[src/rtl/ext_io_pkg.sv]
// constants and register map for the external control port logic
package ext_io_pkg;
    // apb byte offsets
    localparam logic [11:0] OFF_CTRL = 12'h000;
    localparam logic [11:0] OFF_FILT = 12'h004;
    localparam logic [11:0] OFF_PULSE = 12'h008;
    localparam logic [11:0] OFF_STATUS = 12'h00c;
    localparam logic [11:0] OFF_ACCEPT_CNT = 12'h010;
    // control register field positions
    localparam int CTRL_OFF_EDGE = 0;
    localparam int CTRL_SINK = 1;
    localparam int CTRL_FILT_EN = 2;
    localparam int CTRL_GO_INV = 3;
    localparam int CTRL_PULSE_MODE = 4;
    localparam int CTRL_CC_EN = 5;
    localparam int CTRL_W = 6;
    // control reset: on edge, source, no filter, normal, hold, check on
    localparam logic [5:0] CTRL_RST = 6'h20;
    // millisecond settings
    localparam int LEN_W = 9;
    localparam logic [8:0] FILT_MS_MIN = 9'h001;
    localparam logic [8:0] FILT_MS_MAX = 9'h1f4;
    localparam logic [8:0] FILT_MS_RST = 9'h001;
    localparam logic [8:0] PULSE_MS_MIN = 9'h001;
    localparam logic [8:0] PULSE_MS_MAX = 9'h064;
    localparam logic [8:0] PULSE_MS_RST = 9'h001;
    // time base
    localparam int CLK_PERIOD_NS = 10;
    localparam int MS_NS = 1000000;
    localparam int CYC_PER_MS = MS_NS / CLK_PERIOD_NS;
    localparam int CYC_W = 17;
    // longest judgment to done delay
    localparam int DONE_DELAY_US = 100;
    localparam int DONE_DELAY_CYC = (DONE_DELAY_US * 1000) / CLK_PERIOD_NS;
    localparam int ACCEPT_CNT_W = 16;
endpackage : ext_io_pkg

[src/rtl/ext_io_ctrl.sv]
// external control port: trigger edge, filter, go levels, done output
//
// Local design decisions: the APB slave port and the address map.
`timescale 1ns/1ps
module ext_io_ctrl
    import ext_io_pkg::*;
#(
    parameter int MS_CYCLES = CYC_PER_MS
) (
    input wire logic pclk,
    input wire logic presetn,
    input wire logic psel,
    input wire logic penable,
    input wire logic pwrite,
    input wire logic [11:0] paddr,
    input wire logic [31:0] pwdata,
    output logic [31:0] prdata,
    output logic pready,
    output logic pslverr,
    input wire logic measure_trigger_in,
    input wire logic startup_done,
    input wire logic meas_valid,
    input wire logic contact_pass,
    input wire logic vmon_pass,
    input wire logic open_pass,
    output logic trigger_accepted,
    output logic contact_go_out,
    output logic vmon_go_out,
    output logic open_go_out,
    output logic measurement_done_out,
    output logic index_out
);
    // clamp a millisecond setting into its legal range
    function automatic logic [LEN_W-1:0] clamp_ms(
        input logic [31:0] val,
        input logic [LEN_W-1:0] lo,
        input logic [LEN_W-1:0] hi
    );
        logic [LEN_W-1:0] res;
        res = lo;
        if (val < {23'h00_0000, lo}) begin
            res = lo;
        end else if (val > {23'h00_0000, hi}) begin
            res = hi;
        end else begin
            res = val[LEN_W-1:0];
        end
        return res;
    endfunction : clamp_ms

    logic [CTRL_W-1:0] ctrl_r; // mode bits
    logic [LEN_W-1:0] filt_ms_r; // filter response time
    logic [LEN_W-1:0] pulse_ms_r; // done pulse width
    logic [ACCEPT_CNT_W-1:0] accept_cnt_r; // accepted triggers
    logic pin_s1_r; // synchroniser stage one
    logic pin_s2_r; // synchroniser stage two
    logic on_prev_r; // on state one cycle ago
    logic qual_r; // current on interval passed the filter
    logic started_r; // start-up finished
    logic done_pend_r; // judgment presented, done due next
    logic wr_en; // apb write takes effect
    logic rd_en; // first access cycle of a read or a write; read data captured when pwrite is low
    logic addr_ok; // address maps to a register
    logic on_lvl; // trigger in its on state
    logic on_rise; // on edge
    logic on_fall; // off edge
    logic accept_now; // trigger accepted this cycle
    logic filt_busy; // filter timer running
    logic filt_exp; // filter time elapsed
    logic pulse_exp; // done pulse width elapsed
    logic [31:0] rd_mux; // read data selection

    // mode bit aliases
    wire off_edge = ctrl_r[CTRL_OFF_EDGE];
    wire sink_wiring = ctrl_r[CTRL_SINK];
    wire filt_en = ctrl_r[CTRL_FILT_EN];
    wire go_inv = ctrl_r[CTRL_GO_INV];
    wire pulse_mode = ctrl_r[CTRL_PULSE_MODE];
    wire cc_en = ctrl_r[CTRL_CC_EN];

    // apb decode; one wait state so all outputs come from flip-flops
    assign wr_en = psel && penable && pready && pwrite;
    assign rd_en = psel && penable && !pready;
    always_comb begin
        addr_ok = 1'b1;
        rd_mux = 32'h0000_0000;
        case (paddr)
            OFF_CTRL: rd_mux = {26'h000_0000, ctrl_r};
            OFF_FILT: rd_mux = {23'h00_0000, filt_ms_r};
            OFF_PULSE: rd_mux = {23'h00_0000, pulse_ms_r};
            OFF_STATUS: rd_mux = {24'h00_0000, started_r, qual_r,
                filt_busy, index_out, measurement_done_out,
                vmon_go_out, contact_go_out, on_lvl};
            OFF_ACCEPT_CNT: rd_mux = {16'h0000, accept_cnt_r};
            default: addr_ok = 1'b0;
        endcase
    end

    // apb handshake and read data
    always_ff @(posedge pclk or negedge presetn) begin
        if (!presetn) begin
            pready <= 1'b0;
            pslverr <= 1'b0;
            prdata <= 32'h0000_0000;
        end else begin
            pready <= rd_en;
            pslverr <= rd_en && !addr_ok;
            if (rd_en && !pwrite) begin
                prdata <= rd_mux;
            end
        end
    end

    // configuration registers; out-of-range times are clamped
    always_ff @(posedge pclk or negedge presetn) begin
        if (!presetn) begin
            ctrl_r <= CTRL_RST;
            filt_ms_r <= FILT_MS_RST;
            pulse_ms_r <= PULSE_MS_RST;
        end else if (wr_en) begin
            case (paddr)
                OFF_CTRL: ctrl_r <= pwdata[CTRL_W-1:0];
                OFF_FILT: filt_ms_r <= clamp_ms(pwdata, FILT_MS_MIN,
                    FILT_MS_MAX);
                OFF_PULSE: pulse_ms_r <= clamp_ms(pwdata, PULSE_MS_MIN,
                    PULSE_MS_MAX);
                default: ctrl_r <= ctrl_r;
            endcase
        end
    end

    // two-flop synchroniser on the trigger pin
    always_ff @(posedge pclk or negedge presetn) begin
        if (!presetn) begin
            pin_s1_r <= 1'b0;
            pin_s2_r <= 1'b0;
        end else begin
            pin_s1_r <= measure_trigger_in;
            pin_s2_r <= pin_s1_r;
        end
    end

    // on state by wiring: sink wiring pulls the pin low when on
    assign on_lvl = sink_wiring ? !pin_s2_r : pin_s2_r;
    assign on_rise = on_lvl && !on_prev_r;
    assign on_fall = !on_lvl && on_prev_r;

    // filter timer restarts on each on edge and aborts on drop
    ms_interval_timer #(
        .MS_CYCLES(MS_CYCLES)
    ) u_filt_tmr (
        .pclk(pclk),
        .presetn(presetn),
        .start(on_rise && filt_en),
        .abort(!on_lvl || !filt_en),
        .len_ms(filt_ms_r),
        .busy(filt_busy),
        .expired(filt_exp)
    );

    // qualified flag lasts for the rest of the on interval
    always_ff @(posedge pclk or negedge presetn) begin
        if (!presetn) begin
            on_prev_r <= 1'b0;
            qual_r <= 1'b0;
        end else begin
            on_prev_r <= on_lvl;
            if (!on_lvl) begin
                qual_r <= 1'b0;
            end else if (filt_exp) begin
                qual_r <= 1'b1;
            end
        end
    end

    // trigger acceptance by edge choice and filter state
    always_comb begin
        accept_now = 1'b0;
        if (!started_r) begin
            accept_now = 1'b0;
        end else if (!filt_en) begin
            accept_now = off_edge ? on_fall : on_rise;
        end else if (!off_edge) begin
            accept_now = filt_exp && on_lvl;
        end else begin
            // off edge only after a qualified on interval
            accept_now = on_fall && qual_r;
        end
    end

    // accepted trigger pulse and count
    always_ff @(posedge pclk or negedge presetn) begin
        if (!presetn) begin
            trigger_accepted <= 1'b0;
            accept_cnt_r <= '0;
        end else begin
            trigger_accepted <= accept_now;
            if (accept_now) begin
                accept_cnt_r <= accept_cnt_r + ACCEPT_CNT_W'(1);
            end
        end
    end

    // judgment outputs latched with each measurement result
    always_ff @(posedge pclk or negedge presetn) begin
        if (!presetn) begin
            contact_go_out <= 1'b0;
            vmon_go_out <= 1'b0;
            open_go_out <= 1'b0;
        end else if (meas_valid && started_r) begin
            // disabled check always reads off: a fail with normal go levels, a pass when inverted
            contact_go_out <= cc_en && (contact_pass ^ go_inv);
            vmon_go_out <= vmon_pass ^ go_inv;
            open_go_out <= open_pass;
        end
    end

    // done pulse width timer, started as done turns on
    ms_interval_timer #(
        .MS_CYCLES(MS_CYCLES)
    ) u_pulse_tmr (
        .pclk(pclk),
        .presetn(presetn),
        .start(done_pend_r && pulse_mode),
        .abort(trigger_accepted || !pulse_mode),
        .len_ms(pulse_ms_r),
        .busy(),
        .expired(pulse_exp)
    );

    // done and index sequencing: start-up, trigger, judgment
    always_ff @(posedge pclk or negedge presetn) begin
        if (!presetn) begin
            started_r <= 1'b0;
            done_pend_r <= 1'b0;
            measurement_done_out <= 1'b0;
            index_out <= 1'b0;
        end else begin
            done_pend_r <= meas_valid && started_r;
            if (!started_r) begin
                if (startup_done) begin
                    started_r <= 1'b1;
                    measurement_done_out <= 1'b1;
                    index_out <= 1'b1;
                end
            end else if (done_pend_r) begin
                // judgment is already stable on the go outputs
                measurement_done_out <= 1'b1;
            end else if (trigger_accepted) begin
                // hold mode keeps done on until here
                measurement_done_out <= 1'b0;
                index_out <= 1'b0;
            end else if (pulse_exp) begin
                measurement_done_out <= 1'b0;
            end
            if (started_r && meas_valid) begin
                index_out <= 1'b1;
            end
        end
    end

    // helper: consecutive cycles spent in the on state
    logic [31:0] on_run_r;
    always_ff @(posedge pclk or negedge presetn) begin
        if (!presetn) begin
            on_run_r <= 32'h0000_0000;
        end else if (!on_lvl) begin
            on_run_r <= 32'h0000_0000;
        end else if (on_run_r != 32'hffff_ffff) begin
            on_run_r <= on_run_r + 32'h0000_0001;
        end
    end

    // helper: an accept was already seen in this on interval
    logic acc_seen_r;
    always_ff @(posedge pclk or negedge presetn) begin
        if (!presetn) begin
            acc_seen_r <= 1'b0;
        end else if (!on_lvl) begin
            acc_seen_r <= 1'b0;
        end else if (trigger_accepted) begin
            acc_seen_r <= 1'b1;
        end
    end
endmodule : ext_io_ctrl

[src/rtl/ms_interval_timer.sv]
// millisecond interval timer with start and abort
`timescale 1ns/1ps
module ms_interval_timer
    import ext_io_pkg::*;
#(
    parameter int MS_CYCLES = CYC_PER_MS
) (
    input wire logic pclk,
    input wire logic presetn,
    input wire logic start,
    input wire logic abort,
    input wire logic [LEN_W-1:0] len_ms,
    output logic busy,
    output logic expired
);
    logic [CYC_W-1:0] cyc_cnt_r; // cycles within current millisecond
    logic [LEN_W-1:0] ms_cnt_r; // whole milliseconds elapsed

    // count cycles, then milliseconds; expiry is a one-cycle pulse
    always_ff @(posedge pclk or negedge presetn) begin
        if (!presetn) begin
            busy <= 1'b0;
            expired <= 1'b0;
            cyc_cnt_r <= '0;
            ms_cnt_r <= '0;
        end else begin
            expired <= 1'b0;
            if (abort) begin
                // abort wins over everything
                busy <= 1'b0;
            end else if (start) begin
                busy <= 1'b1;
                cyc_cnt_r <= '0;
                ms_cnt_r <= '0;
            end else if (busy) begin
                if (cyc_cnt_r == CYC_W'(MS_CYCLES - 1)) begin
                    cyc_cnt_r <= '0;
                    if (ms_cnt_r == len_ms - LEN_W'(1)) begin
                        busy <= 1'b0;
                        expired <= 1'b1;
                    end else begin
                        ms_cnt_r <= ms_cnt_r + LEN_W'(1);
                    end
                end else begin
                    cyc_cnt_r <= cyc_cnt_r + CYC_W'(1);
                end
            end
        end
    end
endmodule : ms_interval_timer

[config.mk]
export PLATFORM = sky130hd
export DESIGN_NAME = ext_io_ctrl
export DESIGN_NICKNAME = d
export VERILOG_FILES = /design/src/rtl/ext_io_pkg.sv /design/src/rtl/ext_io_ctrl.sv /design/src/rtl/ms_interval_timer.sv
export SDC_FILE = /design/constraint.sdc
export NUM_CORES = 1
export LEC_CHECK = 0
export BUFFER_PORTS_ARGS = -buffer_cell sky130_fd_sc_hd__buf_2
export CORE_MARGIN = 2
export CORE_UTILIZATION = 43
export CTS_BUF_LIST = sky130_fd_sc_hd__clkbuf_16
export CTS_CLUSTER_SIZE = 16
export DETAILED_ROUTE_END_ITERATION = 12
export MAX_ROUTING_LAYER = met4
export SYNTH_ARGS = -nofsm -noshare
export SYNTH_HDL_FRONTEND = slang
export SYNTH_HIERARCHICAL = 1
export SYNTH_SLANG_ARGS = --single-unit
[constraint.sdc]
create_clock -name pclk -period 5.89 [get_ports pclk]
set_clock_uncertainty 0.1 [all_clocks]
set_input_delay 0.2945 -clock pclk [delete_from_list [all_inputs] [get_ports pclk]]
set_output_delay 0.2945 -clock pclk [all_outputs]
set_load 0.02 [all_outputs]
==> results of run 1 <==
-- how the worst max path moves through the flow --
stage / start / slack (ns) / cells past startpoint / endpoint
after floorplan: filt_ms_r[0]$_DFFE_PN1P_ / 3.29 / 8 / u_filt_tmr/ms_cnt_r[0]$_DFFE_PN0P_
after global placement: pin_s2_r$_DFF_PN0_ / 3.01 / 7 / u_filt_tmr/ms_cnt_r[0]$_DFFE_PN0P_
after detailed placement: pin_s2_r$_DFF_PN0_ / 2.89 / 7 / u_filt_tmr/ms_cnt_r[0]$_DFFE_PN0P_
after CTS: pin_s2_r$_DFF_PN0_ / 2.89 / 7 / u_filt_tmr/ms_cnt_r[0]$_DFFE_PN0P_
after global routing: ctrl_r[1]$_DFFE_PN0P_ / 2.62 / 8 / u_filt_tmr/ms_cnt_r[5]$_DFFE_PN0P_
final: filt_ms_r[1]$_DFFE_PN0P_ / 2.82 / 8 / u_filt_tmr/ms_cnt_r[0]$_DFFE_PN0P_
-- registers in the layout, summed over array words and instances (netlist names), 6 cells and up --
name                   flops
pulse_ms_r                 9
ctrl_r                     6
u_pulse_tmr/ms_cnt_r       9
u_filt_tmr/ms_cnt_r        9
u_filt_tmr/cyc_cnt_r      17
u_pulse_tmr/cyc_cnt_r     17
prdata                    16
filt_ms_r                  9
accept_cnt_r              16
-- area by class of cell --
type	count	share of cell area [%]
repair buffers	84	5.42
flip-flops and latches	126	38.2
inverters	19	0.863
multi-input cells	594	45.8
clock buffers	17	5.15
clock inverters	15	1.29
well taps	220	3.33
-- placed cells by master, fill, tap and decap left out, types with 5 or more instances in the layout --
cell and count:
dfrtp_1 123, nand2_1 85, buf_2 77, nor2_1 70, o21ai_0 63, xnor2_1 27, nand4_1 24, nand3_1 24
inv_1 20, nor2b_1 19, nor3_1 19, a21oi_1 18, clkbuf_16 17, conb_1 16, mux2_2 15, xor2_1 15
nor4_1 14, and3_1 14, mux2i_1 12, a31oi_1 10, nand2b_1 9, or3_1 8, a22o_1 8, a22oi_1 8
o31ai_1 7, ha_1 7, and2_1 6, and4_1 6, o22a_1 6, nand3b_1 5, clkinvlp_4 5
-- metrics by stage --
stage / power, mW / hold slack, ns
final: 2.00 / 0.0296
after global placement: 1.07 / 0.297
after detailed placement: 1.07 / 0.303
after floorplan: 1.01 / -0.101
after CTS: 2.03 / 0.00452
after global routing: 2.08 / 0.0177
-- where the power goes --
part           leakage [nW]  internal [mW]  total [mW]  switching (mW)
registers              1.71          0.890       0.925          0.0347
clock network         0.252          0.566       0.945           0.378
logic                  1.81         0.0497       0.132          0.0821
total                  3.77           1.51        2.00           0.495
-- what timing repair did --
action                     CTS  global route
hold buffers                 4             0
hold endpoints to repair    60             0
buffers inserted             0             0
resized for setup            0             0
setup endpoints to repair    0             0
-- critical path: stages (launching register included) --
cell and delay (ns):
dfrtp_1 0.43, inv_1 0.08, ha_1 0.18, nor3b_1 0.52, a21bo_2 0.22, a211o_2 0.12, o311ai_0 0.18, a311oi_2 0.73
mux2_2 0.40
-- metal layers --
metal	track usage, %	vias to the layer above
li1	-	2894
met1	26.6	3004
met2	35.6	145
met3	4.27	19
met4	7.95	0
met5	-	-
-- logic make-up after synthesis --
family,Yosys count
xor gates and xnor gates,43
muxes,30
DFF,126
AOI/OAI and AO/OA,157
buffers and inverters,66
adders and majority gates,7
and+or+nand+nor,341
other,1
==> impl_metrics.toml, run 1 <==
[run_status]
status = "finished, final reports clean"

[global_routing]
grt_overflow = 0
first_global_vias = 6093
antenna_found_initial = 0
grtUsageTotal_pct = 21.7
grt_start_max_net_pins = 70
grt_pass1_wl_um = 30200

[worst_setup_path]
r2r-start = "filt_ms_r[1]$_DFFE_PN0P_"
required_ns = 6.10
cp-end-kind = "flip-flop"
path_max_fanout = 11
ff2ff_setup_slack_ns = 2.82
reg2reg_to = "u_filt_tmr/ms_cnt_r[0]$_DFFE_PN0P_"
start_kind = "flip-flop"
criticalPathCategory = "reg2reg"
arrival_ns = 3.28
r2r_cells = 8

[routing]
post_drt_wl_per_cell_um = 16.8
highest_layer = "met4"
firstDrtPassIters = 5
vias = 6062
totalWireLength_um = 18100
vias_per_cell = 5.64
drt-met1-wl_um = 8140
route.met3.wl_um = 754
ant_nets = 0
drt_iter0_markers = 375
wl_met2_um = 8950
drc = 0

[pwr]
power.leakage_nw = 3.77
peakVddDrop_mv = 0.208
power.density_nw_per_um2 = 242

[placed_design]
dp_hpwl_um = 13100
portBuffers = 78
dp_slack_ns = 2.89
placed_area_sq_um = 7700
dp.cells = 1039
routabilityCongestion = 0.846

[floorplan]
die_w_um = 134
start_util_pct = 44.0
ios = 95
die-height_um = 134
die-area_sq_um = 18000
fp-row-count = 47
core_sq_um = 16600

[sta]
max_freq_mhz = 326
fin_crit_sh_pct = 52.1
hold_violations = 0
rsz0062_at_grt = "false"
min_period_ns = 3.07
drv_slew = 0
finalSetupViolations = 0
fin_ws_ns = 2.82
worst_pin_slew_ns = 1.12
max-slew-margin-rel_pct = 25.2
fin_setup_tns_ns = 0

[hold_path]
min-delay-start = "pwdata[8]"
worstHoldPathCells = 2
min_path_type = "in2reg"
holdPathEnd = "filt_ms_r[8]$_DFFE_PN0P_"

[layout]
final_util_pct = 49.9
final_cell_area_sq_um = 8270
antenna_cells = 0
regArea_sq_um = 3160
area_growth_pct = 13.4
instances_no_fill = 1075
nNetsFinal = 904
n_fill_cell = 1571
multi_input_area_sq_um = 3780
layout-drive-gt1-share_pct = 19.1

[yosys]
async_reset_ff_share_pct = 100
synth.largest_area_cell = "dfrtp_1"
synthTopCellsByArea = "dfrtp_1, nand2_1, o21ai_0, nor2_1, xnor2_1"
syn_inst = 771
synth-xor-area-share_pct = 5.27
synth_top_family_by_area = "simple AND/OR/NAND/NOR gates"
syn_avg_cell_area_sq_um = 9.46
synth-edff-count = 0
syn_area_sq_um = 7290
synth_cell_type_count = 87
synth.mux.area_fraction_pct = 4.74
synthAdderAreaFrac_pct = 1.20
post-synth-top-count-cell = "dfrtp_1"
synth-simple-area-share_pct = 25.3
ys_ff_latch = 126
synth-main-ff-cell = "dfrtp_1"
synth_compound_area_share_pct = 14.6
yosysTopAreaCellShare_pct = 42.2
ys_seq_area_share_pct = 43.3
ys_warn_count = 6
synth_common_cells = "dfrtp_1, nand2_1, nor2_1"

[cts]
htree_levels = 4
clk_latency_ns = 0.42
cts_tree = "done"
root_buffer = "clkbuf_16"
cts-buffers-inserted = 17
clk_path_buf_depth = 2
cts.sinks = 126
clkTransAtPathRegs_ns = 0.06

[flow_run]
max-cap-violations = 0
Power figures use the tool's default switching activity.
==> inputs of run 2 (changes only) <==
==> constraint.sdc (replaced) <==
create_clock -name pclk -period 2.9 [get_ports pclk]
set_clock_uncertainty 0.1 [all_clocks]
set_input_delay 0.145 -clock pclk [delete_from_list [all_inputs] [get_ports pclk]]
set_output_delay 0.145 -clock pclk [all_outputs]
set_load 0.02 [all_outputs]
==> impl_metrics.toml, run 2 (synthesis gave the netlist of run 1 again) <==
[sta]
drv_slew = 0
min_period_ns = 2.78
hold_violations = 0
fin_crit_sh_pct = 96.0
max_freq_mhz = 359
rsz0062_at_grt = "false"
finalSetupViolations = 0
max-slew-margin-rel_pct = 43.3
hold-worst-slack_ns = 0.0877
worst_pin_slew_ns = 0.851

[global_routing]
grt_overflow = 0
antenna_found_initial = 0
grt_pass1_wl_um = 30300
grtUsageTotal_pct = 21.9
first_global_vias = 6020
grt_start_max_net_pins = 98

[cts]
clk_latency_ns = 0.42
clkTransAtPathRegs_ns = 0.06
root_buffer = "clkbuf_16"
cts_tree = "done"
clk_path_buf_depth = 2
cts-buffers-inserted = 17
cts.sinks = 126
htree_levels = 4

[layout]
reg.largest.list = "u_filt_tmr/cyc_cnt_r x17, u_pulse_tmr/cyc_cnt_r x17"
nNetsFinal = 927
final_cell_area_sq_um = 8510
antenna_cells = 0
final_cell_mix = "dfrtp_1, nand2_1, buf_2"
layout-drive-gt1-share_pct = 20.1
layout_commonest_cell = "dfrtp_1"
area_growth_pct = 16.7
instances_no_fill = 1097

[worst_setup_path]
r2r-start = "filt_ms_r[0]$_DFFE_PN1P_"
cp-startpoint = "filt_ms_r[0]$_DFFE_PN1P_"
cp_slowest_cell = "or4_2"
cpPeakStageDelay_ns = 0.65
ff2ff_setup_slack_ns = 0.12
arrival_ns = 3.02
cp-end-kind = "flip-flop"
required_ns = 3.14
cp_cell_sequence = "inv_1, ha_1, xnor2_1, or4_2, a21oi_2, a311oi_4, buf_4, a31o_2, a21oi_1"
criticalPathCategory = "reg2reg"
path_max_fanout = 9
start_kind = "flip-flop"
r2r_cells = 9

[routing]
totalWireLength_um = 18500
ant_nets = 0
vias_per_cell = 5.62
firstDrtPassIters = 5
post_drt_wl_per_cell_um = 16.8
drc = 0
drt_iter0_markers = 338
vias = 6160

[floorplan]
die-height_um = 134
die-area_sq_um = 18000
start_util_pct = 44.0
ios = 95
die_w_um = 134
fp-row-count = 47
core_sq_um = 16600

[run_status]
status = "finished, final reports clean"

[hold_path]
min_path_type = "in2reg"
min-delay-start = "pwdata[23]"
worstHoldPathCells = 6

[placed_design]
placed_area_sq_um = 7760
routabilityCongestion = 0.840
portBuffers = 78
dp.cells = 1046
dp_hpwl_um = 13300

[pwr]
peakVddDrop_mv = 0.511
fin_total_pwr_mw = 4.09
power.leakage_nw = 3.89
power.density_nw_per_um2 = 481

[flow_run]
max-cap-violations = 0
[run 2: worst paths after layout]
path                                                      end
max                        u_filt_tmr/ms_cnt_r[6]$_DFFE_PN0P_
min                                  filt_ms_r[0]$_DFFE_PN1P_
max reg2reg                u_filt_tmr/ms_cnt_r[6]$_DFFE_PN0P_
min reg2reg                                pin_s2_r$_DFF_PN0_
max in group asynchronous              prdata[11]$_DFFE_PN0P_
min in group asynchronous  u_filt_tmr/ms_cnt_r[8]$_DFFE_PN0P_
[run 2: worst max-delay path, delay by kind of cell, from the launching register on]
kind,cells,cell delay (ns)
AND/OR/NAND/NOR,1,0.65
flip-flops,1,0.58
AO/OA/AOI/OAI,4,0.68
buffers and inverters,2,0.27
XOR/XNOR,1,0.12
adder cells (fa/ha/maj),1,0.30
[run 2: routing by layer]
layer	GRT usage (%)	part of all wire, %	up-vias
met2	36.6	51	157
met3	4.57	3.8	17
li1	-	-	2948
met4	6.67	1.0	0
met1	26.8	44	3038
met5	-	0	-
[run 2: stage by stage]
step	utilization [%]	setup slack [ns]	setup TNS (ns)
detailed placement	46.8	-0.0852	-0.255
global route	51.3	0.00365	0
floorplan	-	0.304	0
CTS	51.2	0.0573	0
finish	51.3	0.117	0
global placement	46.8	0.0318	0
[run 2: final cells by class]
class                   instances  area (sq um)
well taps                     220           275
fillers                      1568          8070
repair buffers                107           668
multi-input cells             594          3810
clock buffers                  17           425
inverters                      19          71.3
clock inverters                14           105
flip-flops and latches        126          3160
[run 2: repair_timing]
| item | in CTS | in global routing |
|---|---|---|
| pin swaps | 1 | 0 |
| endpoints found under the setup margin | 6 | 11 |
| setup buffers | 0 | 2 |
| gates resized for setup | 2 | 3 |
| hold endpoints to repair | 56 | 0 |
| hold buffers | 18 | 0 |
[run 2: report_power, final]
part	internal (mW)	total, mW	switching, mW
combinational	0.115	0.283	0.168
clock	1.15	1.93	0.774
sequential	1.81	1.88	0.0727
total	3.07	4.09	1.02
